==> config.mk <==
export PLATFORM = sky130hd
export DESIGN_NAME = attr_packet_inserter
export DESIGN_NICKNAME = d
export VERILOG_FILES = /design/src/inc/attr_packet_pkg.sv /design/src/core/attr_payload_mem.sv /design/src/core/attr_packet_inserter.sv
export VERILOG_INCLUDE_DIRS = /design/src /design/src/inc
export SDC_FILE = /design/constraint.sdc
export NUM_CORES = 2
export LEC_CHECK = 0
export BUFFER_PORTS_ARGS = -buffer_cell sky130_fd_sc_hd__buf_2
export CAP_MARGIN = 20
export CORE_ASPECT_RATIO = 0.7
export CORE_MARGIN = 1.5
export CORE_UTILIZATION = 65
export CTS_BUF_LIST = sky130_fd_sc_hd__clkbuf_2
export DETAILED_ROUTE_END_ITERATION = 8
export MAX_ROUTING_LAYER = met4
export PLACE_DENSITY = 0.84
export SETUP_SLACK_MARGIN = 0.2
export SLEW_MARGIN = 20
export SYNTH_ARGS = -nofsm -noshare
export SYNTH_HDL_FRONTEND = slang
export SYNTH_SLANG_ARGS = --single-unit
==> constraint.sdc <==
create_clock -name i_clk -period 39.2 [get_ports i_clk]
set_input_delay 7.84 -clock i_clk [delete_from_list [all_inputs] [get_ports i_clk]]
set_output_delay 7.84 -clock i_clk [all_outputs]
set_load 0.05 [all_outputs]
==> src/inc/attr_packet_regs.svh <==
// register offsets, field positions, reset values and counts of the attribute inserter
`ifndef ATTR_PACKET_REGS_SVH
`define ATTR_PACKET_REGS_SVH

`define AP_ADDR_W          8
`define AP_OFS_HDR         8'h00
`define AP_OFS_PAY_FIRST   8'h04
`define AP_OFS_PAY_LAST    8'h20
`define AP_OFS_DAC         8'h24
`define AP_OFS_EXT         8'h28
`define AP_OFS_CLKCTL      8'h2C
`define AP_OFS_FULLSW      8'h30
`define AP_OFS_STATUS      8'h34

`define AP_ENABLE_BIT      7
`define AP_HDR_MSB         5
`define AP_HDR_W           6
`define AP_PAY_W           16
`define AP_PAY_WORDS       8
`define AP_PKT_LEN         8'h86
`define AP_LOAD_LAST       8'h08

`define AP_OFF_MSB         15
`define AP_OFF_LSB         10
`define AP_GAIN_MSB        9
`define AP_GAIN_FRAC       9
`define AP_FULL_MSB        6
`define AP_FULL_LSB        4
`define AP_ENCODER_CLOCK_ENABLE_BIT      0
`define AP_EXT_W           12

`define AP_RST_HDR         8'h00
`define AP_RST_DAC         16'hFE00
`define AP_RST_EXT         12'h000
`define AP_RST_FULL        3'h0
`define AP_RST_CLKEN       1'h0

`define AP_LINE_525P       11'h028
`define AP_LINE_1080I_A    11'h012
`define AP_LINE_1080I_B    11'h245
`define AP_LINE_720P       11'h017
`define AP_DAC_MAX         12'h3FF

`endif

==> src/inc/attr_packet_pkg.sv <==
// types shared by the attribute packet inserter
package attr_packet_pkg;

	typedef enum logic [1:0] {
		STD_OTHER,
		STD_525P,
		STD_1080I,
		STD_720P
	} video_std_t;

	typedef enum logic [1:0] {
		ST_IDLE,
		ST_LOAD,
		ST_SEND
	} ins_state_t;

	typedef struct packed {
		logic valid;
		logic first;
		logic data;
	} pkt_bit_t;

	typedef logic [2:0][9:0] dac_trio_t;

endpackage : attr_packet_pkg

==> src/core/attr_payload_mem.sv <==
// small payload word store with two registered read ports
`timescale 1ns/1ps
`include "attr_packet_regs.svh"

module attr_payload_mem #(
	parameter int WIDTH = `AP_PAY_W,
	parameter int DEPTH = `AP_PAY_WORDS,
	parameter int AW    = 3
) (
	input  wire logic             i_clk,
	input  wire logic             i_reset,
	input  wire logic             i_we,
	input  wire logic [AW-1:0]    i_waddr,
	input  wire logic [WIDTH-1:0] i_wdata,
	input  wire logic             i_re_a,
	input  wire logic [AW-1:0]    i_raddr_a,
	output logic      [WIDTH-1:0] o_rdata_a,
	input  wire logic             i_re_b,
	input  wire logic [AW-1:0]    i_raddr_b,
	output logic      [WIDTH-1:0] o_rdata_b
);

	logic [WIDTH-1:0] mem_q [DEPTH];

	always_ff @(posedge i_clk or posedge i_reset) begin
		if (i_reset) begin
			for (int k = 0; k < DEPTH; k++) begin
				mem_q[k] <= '0;
			end
		end else if (i_we) begin
			mem_q[i_waddr] <= i_wdata;
		end
	end

	always_ff @(posedge i_clk or posedge i_reset) begin
		if (i_reset) begin
			o_rdata_a <= '0;
			o_rdata_b <= '0;
		end else begin
			if (i_re_a) begin
				o_rdata_a <= mem_q[i_raddr_a];
			end
			if (i_re_b) begin
				o_rdata_b <= mem_q[i_raddr_b];
			end
		end
	end

endmodule : attr_payload_mem

==> src/core/attr_packet_inserter.sv <==
// video attribute packet inserter with dac scaling and hd line extension
// Contract
// - insert on lines 40, 18/581, 23
// - only 525P/1080I/720P, never when disabled
// - header bits from first register bits 5-0
// - payload from eight 16-bit words, ascending
// - offset only in full-range mode
// - gain is 1.9 unsigned, full-range only
// - stretch hd line by extension count
// - extension only in 1080i and 720p
// - per-dac full-swing select enables scaling
// - encoder runs only with clock enable set
//
// Design decisions made here: the address-and-strobe port and the address map.
`timescale 1ns/1ps
`include "attr_packet_regs.svh"

module attr_packet_inserter (
	input  wire logic                        i_clk,
	input  wire logic                        i_reset,
	input  wire logic [`AP_ADDR_W-1:0]       i_addr,
	input  wire logic [31:0]                 i_wdata,
	input  wire logic                        i_wr,
	input  wire logic                        i_rd,
	output logic      [31:0]                 o_rdata,
	input  attr_packet_pkg::video_std_t      i_std,
	input  wire logic                        i_line_start,
	input  wire logic [10:0]                 i_line_num,
	input  wire logic                        i_line_end,
	output logic                             o_line_stall,
	input  attr_packet_pkg::dac_trio_t       i_dac,
	output attr_packet_pkg::dac_trio_t       o_dac,
	output attr_packet_pkg::pkt_bit_t        o_pkt
);

	logic [7:0]             hdr_q;
	logic [15:0]            dac_q;
	logic [`AP_EXT_W-1:0]   ext_q;
	logic [2:0]             full_q;
	logic                   clken_q;
	logic [31:0]            rdata_q;
	logic                   rsel_mem_q;
	logic [`AP_EXT_W-1:0]   ext_cnt_q;
	attr_packet_pkg::ins_state_t st_q;
	logic [7:0]             cnt_q;
	logic [133:0]           pkt_q;
	logic [15:0]            mem_a;
	logic [15:0]            mem_b;

	// register decode
	wire hit_hdr  = i_addr == `AP_OFS_HDR;
	wire hit_dac  = i_addr == `AP_OFS_DAC;
	wire hit_ext  = i_addr == `AP_OFS_EXT;
	wire hit_clk  = i_addr == `AP_OFS_CLKCTL;
	wire hit_full = i_addr == `AP_OFS_FULLSW;
	wire hit_stat = i_addr == `AP_OFS_STATUS;
	wire hit_pay  = (i_addr >= `AP_OFS_PAY_FIRST) && (i_addr <= `AP_OFS_PAY_LAST)
		&& (i_addr[1:0] == 2'h0);
	wire [7:0] pay_off = i_addr - `AP_OFS_PAY_FIRST;
	wire [2:0] pay_idx = pay_off[4:2];

	// encoder clock gate
	// enable gating
	wire run = clken_q;

	wire [31:0] status_w = {29'h0, ext_cnt_q != '0, st_q != attr_packet_pkg::ST_IDLE, clken_q};

	wire [31:0] rd_mux =
		hit_hdr  ? {24'h0, hdr_q} :
		hit_dac  ? {16'h0, dac_q} :
		hit_ext  ? {20'h0, ext_q} :
		hit_clk  ? {31'h0, clken_q} :
		hit_full ? {25'h0, full_q, 4'h0} :
		hit_stat ? status_w : 32'h0;

	always_ff @(posedge i_clk or posedge i_reset) begin
		if (i_reset) begin
			hdr_q   <= `AP_RST_HDR;
			dac_q   <= `AP_RST_DAC;
			ext_q   <= `AP_RST_EXT;
			full_q  <= `AP_RST_FULL;
			clken_q <= `AP_RST_CLKEN;
		end else if (i_wr) begin
			if (hit_hdr) hdr_q <= {i_wdata[`AP_ENABLE_BIT], 1'b0, i_wdata[`AP_HDR_MSB:0]};
			if (hit_dac) dac_q <= i_wdata[15:0];
			if (hit_ext) ext_q <= i_wdata[`AP_EXT_W-1:0];
			if (hit_full) full_q <= i_wdata[`AP_FULL_MSB:`AP_FULL_LSB];
			if (hit_clk) clken_q <= i_wdata[`AP_ENCODER_CLOCK_ENABLE_BIT];
		end
	end

	always_ff @(posedge i_clk or posedge i_reset) begin
		if (i_reset) begin
			rdata_q    <= 32'h0;
			rsel_mem_q <= 1'b0;
		end else begin
			rdata_q    <= i_rd ? rd_mux : 32'h0;
			rsel_mem_q <= i_rd && hit_pay;
		end
	end

	assign o_rdata = rsel_mem_q ? {16'h0, mem_a} : rdata_q;

	// insertion line match
	// line selection
	wire line_hit =
		((i_std == attr_packet_pkg::STD_525P) && (i_line_num == `AP_LINE_525P)) ||
		((i_std == attr_packet_pkg::STD_1080I) &&
			((i_line_num == `AP_LINE_1080I_A) || (i_line_num == `AP_LINE_1080I_B))) ||
		((i_std == attr_packet_pkg::STD_720P) && (i_line_num == `AP_LINE_720P));

	wire pkt_start = run && i_line_start && hdr_q[`AP_ENABLE_BIT] && line_hit
		&& (st_q == attr_packet_pkg::ST_IDLE);

	wire load_rd  = run && (st_q == attr_packet_pkg::ST_LOAD) && (cnt_q < `AP_LOAD_LAST);
	wire load_cap = run && (st_q == attr_packet_pkg::ST_LOAD) && (cnt_q != 8'h00);
	wire send_end = run && (st_q == attr_packet_pkg::ST_SEND) && (cnt_q == `AP_PKT_LEN - 8'h01);

	// payload words are fetched one a cycle during load; a write landing in
	// those nine cycles may still be seen, so software writes between lines
	attr_payload_mem #(
		.WIDTH (`AP_PAY_W),
		.DEPTH (`AP_PAY_WORDS),
		.AW    (3)
	) u_mem (
		.i_clk     (i_clk),
		.i_reset   (i_reset),
		.i_we      (i_wr && hit_pay),
		.i_waddr   (pay_idx),
		.i_wdata   (i_wdata[15:0]),
		.i_re_a    (i_rd && hit_pay),
		.i_raddr_a (pay_idx),
		.o_rdata_a (mem_a),
		.i_re_b    (load_rd),
		.i_raddr_b (cnt_q[2:0]),
		.o_rdata_b (mem_b)
	);

	always_ff @(posedge i_clk or posedge i_reset) begin
		if (i_reset) begin
			st_q  <= attr_packet_pkg::ST_IDLE;
			cnt_q <= 8'h00;
		end else if (run) begin
			case (st_q)
				attr_packet_pkg::ST_IDLE: begin
					cnt_q <= 8'h00;
					if (pkt_start) st_q <= attr_packet_pkg::ST_LOAD;
				end
				attr_packet_pkg::ST_LOAD: begin
					if (cnt_q == `AP_LOAD_LAST) begin
						st_q  <= attr_packet_pkg::ST_SEND;
						cnt_q <= 8'h00;
					end else begin
						cnt_q <= cnt_q + 8'h01;
					end
				end
				attr_packet_pkg::ST_SEND: begin
					cnt_q <= cnt_q + 8'h01;
					if (send_end) st_q <= attr_packet_pkg::ST_IDLE;
				end
				default: st_q <= attr_packet_pkg::ST_IDLE;
			endcase
		end
	end

	always_ff @(posedge i_clk or posedge i_reset) begin
		if (i_reset) begin
			pkt_q <= '0;
		end else if (pkt_start) begin
			pkt_q[`AP_HDR_W-1:0] <= hdr_q[`AP_HDR_MSB:0];
		end else if (load_cap) begin
			pkt_q <= {mem_b, pkt_q[133:22], pkt_q[5:0]};
		end else if (run && (st_q == attr_packet_pkg::ST_SEND)) begin
			pkt_q <= {1'b0, pkt_q[133:1]};
		end
	end

	always_ff @(posedge i_clk or posedge i_reset) begin
		if (i_reset) begin
			o_pkt <= '0;
		end else if (run) begin
			o_pkt.valid <= st_q == attr_packet_pkg::ST_SEND;
			o_pkt.first <= (st_q == attr_packet_pkg::ST_SEND) && (cnt_q == 8'h00);
			o_pkt.data  <= (st_q == attr_packet_pkg::ST_SEND) && pkt_q[0];
		end
	end

	// hd line extension
	// hd standards only
	wire hd_std = (i_std == attr_packet_pkg::STD_1080I) || (i_std == attr_packet_pkg::STD_720P);

	always_ff @(posedge i_clk or posedge i_reset) begin
		if (i_reset) begin
			ext_cnt_q <= '0;
		end else if (run) begin
			if (i_line_end && hd_std && (ext_cnt_q == '0)) begin
				ext_cnt_q <= ext_q;
			end else if (ext_cnt_q != '0) begin
				ext_cnt_q <= ext_cnt_q - `AP_EXT_W'(1);
			end
		end
	end

	assign o_line_stall = ext_cnt_q != '0;

	// dac gain and offset, one lane per converter
	wire [5:0] dac_off  = dac_q[`AP_OFF_MSB:`AP_OFF_LSB];
	wire [9:0] dac_gain = dac_q[`AP_GAIN_MSB:0];

	wire attr_packet_pkg::dac_trio_t dac_d;

	genvar g;
	generate
		for (g = 0; g < 3; g++) begin : g_dac
			wire [19:0] prod   = i_dac[g] * dac_gain;
			wire [11:0] summed = {1'b0, prod[19:`AP_GAIN_FRAC]} + {6'h00, dac_off};
			// saturate, a gain near two would otherwise wrap
			wire [9:0]  scaled = (summed > `AP_DAC_MAX) ? 10'h3FF : summed[9:0];

			assign dac_d[g] = full_q[g] ? scaled : i_dac[g];
		end
	endgenerate

	// one process owns the whole trio, since all three lanes share the one variable o_dac
	always_ff @(posedge i_clk or posedge i_reset) begin
		if (i_reset) begin
			o_dac <= '0;
		end else if (run) begin
			o_dac <= dac_d;
		end
	end
endmodule : attr_packet_inserter

==> impl_metrics.toml <==
[status]
status = "finished, final reports clean"

[setup_path]
r2r.worst_path.cells = 32
crit_top_cell = "inv_1"
endpoint_kind = "flip-flop"
worstSetupPathDepth = 32
path_delay_family = "adder cells"
path_buf_inv = 7
timing.rr.end = "o_dac[7]$_DFFE_PP0P_"
crit_type = "in2reg"
cp.arrival_ns = 14.68
crit_slowest_cell = "fa_1"
worst_setup_path_start_kind = "primary input"
reg2reg_slack_ns = 31.49
slowest_delay_ns = 0.55
crit_required_ns = 40.10
endpoint = "o_dac[7]$_DFFE_PP0P_"
worstReg2RegStart = "dac_q[1]$_DFFE_PP0P_"
startpoint = "i_dac[5]"
cp_max_fo = 11

[sta]
setup_viol = 0
whs_ns = 0.489
rsz0062_at_grt = "false"
fin_crit_ns = 13.77
fin_skew_ns = 0.123
slew_violations = 0
finalHoldViolations = 0
relSlewSlack_pct = 27.2
worstMarginPinSlew_ns = 1.09
finalSetupTns_ns = 0
post-route-period-util_pct = 35.1
fmax_ghz = 0.0726

[power_and_ir_drop]
powerDensity_mw_per_mm2 = 31.6
leakage_nw = 15.4
max-vdd-ir-drop_mv = 0.0519

[flow_run]
drv_cap = 0

[place]
detailed_place_hpwl_mm = 51.8
gp_congestion = 0.964
io_buffers = 122
placed_area_mm2 = 0.0305
place_inst = 3482

[cts]
cts.sinks = 405
cts_tree = "built"
clock_path_buffers = 3
cts_resized = 0
cts_setup_buffers = 0
clkTransAtPathRegs_ns = 0.11
cts_htree_levels = 3
cts_hold_buf = 0
cts_root_buffer = "clkbuf_2"
cts_buffers = 96
clk_latency_ns = 1.06

[detailed_routing]
wl_mm = 75.1
wl_per_cell_um = 20.5
dr.pass1.iters = 8
ant_nets = 0
drtIter0Drc = 1915
drc_errors = 0
num_vias = 22600
viasPerCell = 6.17

[floorplanning]
start_util_pct = 65.9
pin_count = 155
fp.dieW_um = 258
row_count = 65
die_height_um = 182
dieArea_mm2 = 0.0470
coreArea_mm2 = 0.0451

[synthesis]
yosys_register_bits = 405
synthFlopType = "dfrtp_1"
syn_inst = 2914
synth_edf_count = 0
ys_async_sr_fraction_pct = 100
syn-cell-area_mm2 = 0.0297
synth_area_leaders = "dfrtp_1 (34%), fa_1 (13%), ha_1 (8.0%)"
seq_area_frac_synth_pct = 34.2
synth_warnings = 0
syn_avg_cell_area_um2 = 10.2
yosys.area.top_type = "dfrtp_1"
post_synth_num_cell_types = 74
yosysTopAreaCellShare_pct = 33.5

[grt]
grt-ovfl-total = 0
grt_pass1_vias = 23200
grt_pass1_wl_mm = 121
antenna_found_initial = 9
grt_max_degree = 204
grt_use_total_pct = 33.6

[cells_and_area]
drive_gt1_share_pct = 18.0
design_area_mm2 = 0.0315
stdcell_count = 3666
syn_to_final_growth_pct = 6.06
fin_nets = 3444
fillers = 3317

[worst_hold_path]
hold_class = "reg2reg"
## sequential cells by signal, indices dropped and copies added, names as in the netlist
register and flops:
hdr_q 7, u_mem.o_rdata_b 16, u_mem.o_rdata_a 16, dac_q 16, ext_cnt_q 12, cnt_q 8
o_dac 30, u_mem.mem_q 128, rsel_mem_q 1, rdata_q 16, pkt_q 134, o_pkt 3
st_q 2, full_q 3, clken_q 1, ext_q 12
## layout make-up
| cell class | count | area [um2] | area share (%) |
|---|---|---|---|
| multi-input combinational | 2089 | 17900 | 57.0 |
| sequential | 405 | 10100 | 32.2 |
| inverter | 239 | 905 | 2.87 |
| timing repair buffer | 148 | 850 | 2.70 |
| tap | 603 | 754 | 2.40 |
| clock buffer | 140 | 701 | 2.22 |
| clock inverter | 35 | 184 | 0.584 |
| antenna | 7 | 17.5 | 0.0556 |
## cell usage after synthesis, types with 18 or more instances
cell type	count
clkbuf_1	154
nand3_1	34
mux2i_1	218
nand4_1	19
mux2_2	186
fa_1	186
o21ai_0	74
nor2_1	220
inv_1	239
buf_1	18
ha_1	190
and2_1	185
dfrtp_1	398
mux4_2	32
a31oi_1	24
xor2_1	23
nand2_1	216
o22ai_1	66
a21oi_1	200
xnor2_1	30
## worst min path at each step
| stage | from | to | slack, ns | cells after the start |
|---|---|---|---|---|
| after floorplan | u_mem.o_rdata_a[0]$_DFFE_PP0P_ | u_mem.o_rdata_a[0]$_DFFE_PP0P_ | 0.44 | 2 |
| final | u_mem.o_rdata_b[8]$_DFFE_PP0P_ | u_mem.o_rdata_b[8]$_DFFE_PP0P_ | 0.49 | 2 |
| after CTS | u_mem.o_rdata_b[8]$_DFFE_PP0P_ | u_mem.o_rdata_b[8]$_DFFE_PP0P_ | 0.49 | 2 |
| after global placement | u_mem.o_rdata_a[14]$_DFFE_PP0P_ | u_mem.o_rdata_a[14]$_DFFE_PP0P_ | 0.46 | 2 |
| after global routing | u_mem.o_rdata_b[8]$_DFFE_PP0P_ | u_mem.o_rdata_b[8]$_DFFE_PP0P_ | 0.50 | 2 |
| after detailed placement | u_mem.o_rdata_a[12]$_DFFE_PP0P_ | u_mem.o_rdata_a[12]$_DFFE_PP0P_ | 0.47 | 2 |
## report_power, final
group	internal, mW	leakage (nW)	switching [mW]
logic	0.0777	9.89	0.167
registers	0.444	4.81	0.0233
clock network	0.105	0.677	0.179
## metrics by stage
step / worst slack [ns] / power (mW) / util (%)
finish: 25.43 / 0.995 / 69.9
global route: 25.07 / 1.05 / 69.9
CTS: 25.64 / 0.996 / 69.7
detailed placement: 24.59 / 0.715 / 67.8
global placement: 24.74 / 0.704 / 67.8
floorplan: 20.11 / 0.646 / -
## worst register-to-register path, delay by kind of cell (launching register included)
kind	cells	cell delay, ns
buf+inv	7	0.77
fa+ha+maj	7	3.17
simple gates	10	1.20
compound gates	6	1.17
flops	1	0.72
mux	1	0.35
xor+xnor	1	0.24
## cell families (layout without fill, tap and decap cells)
kind of cell / count (synthesis) / in the layout / share of synthesized area, %
simple gates: 755 / 755 / 12.2
compound gates: 452 / 452 / 8.91
mux: 437 / 437 / 16.9
buf+inv: 435 / 562 / 5.76
flops: 405 / 405 / 34.2
fa+ha+maj: 376 / 376 / 20.5
xor+xnor: 53 / 53 / 1.56
other cells: 1 / 23 / 0.0126
## metal layers
| layer | share of wire, % | track usage (%) | vias up |
|---|---|---|---|
| met4 | 3.4 | 12.7 | 0 |
| met3 | 9.4 | 7.58 | 206 |
| met1 | 42 | 45.4 | 11300 |
| li1 | - | - | 10100 |
| met2 | 45 | 49.7 | 1061 |
| met5 | 0 | - | - |
## placed cells by master (no fill, tap or decap), types with 5 or more instances in the layout
cell type | netlist | final
ha_1 | 190 | 189
mux2_2 | 186 | 186
nor2b_1 | 11 | 11
dfrtp_1 | 398 | 396
nand2_1 | 216 | 215
diode_2 | 0 | 7
o21bai_1 | 6 | 6
or2_2 | 6 | 6
nand2b_1 | 15 | 15
buf_4 | 17 | 22
inv_1 | 239 | 238
xnor2_1 | 30 | 30
buf_2 | 6 | 122
nand4_1 | 19 | 19
clkbuf_2 | 0 | 140
mux4_2 | 32 | 32
fa_1 | 186 | 186
mux2i_1 | 218 | 218
a22oi_1 | 17 | 17
conb_1 | 1 | 16
dfstp_2 | 7 | 7
nor3_1 | 17 | 17
o21a_1 | 5 | 5
a21o_1 | 12 | 12
xor2_1 | 23 | 23
a211oi_1 | 7 | 7
nor2_1 | 220 | 220
o22a_1 | 6 | 6
nand3_1 | 34 | 32
or3_1 | 6 | 6
a31oi_1 | 24 | 24
o21ai_0 | 74 | 74
o22ai_1 | 66 | 66
a21oi_1 | 200 | 200
and2_1 | 185 | 185
clkinv_1 | 0 | 24
Power figures use the tool's default switching activity.
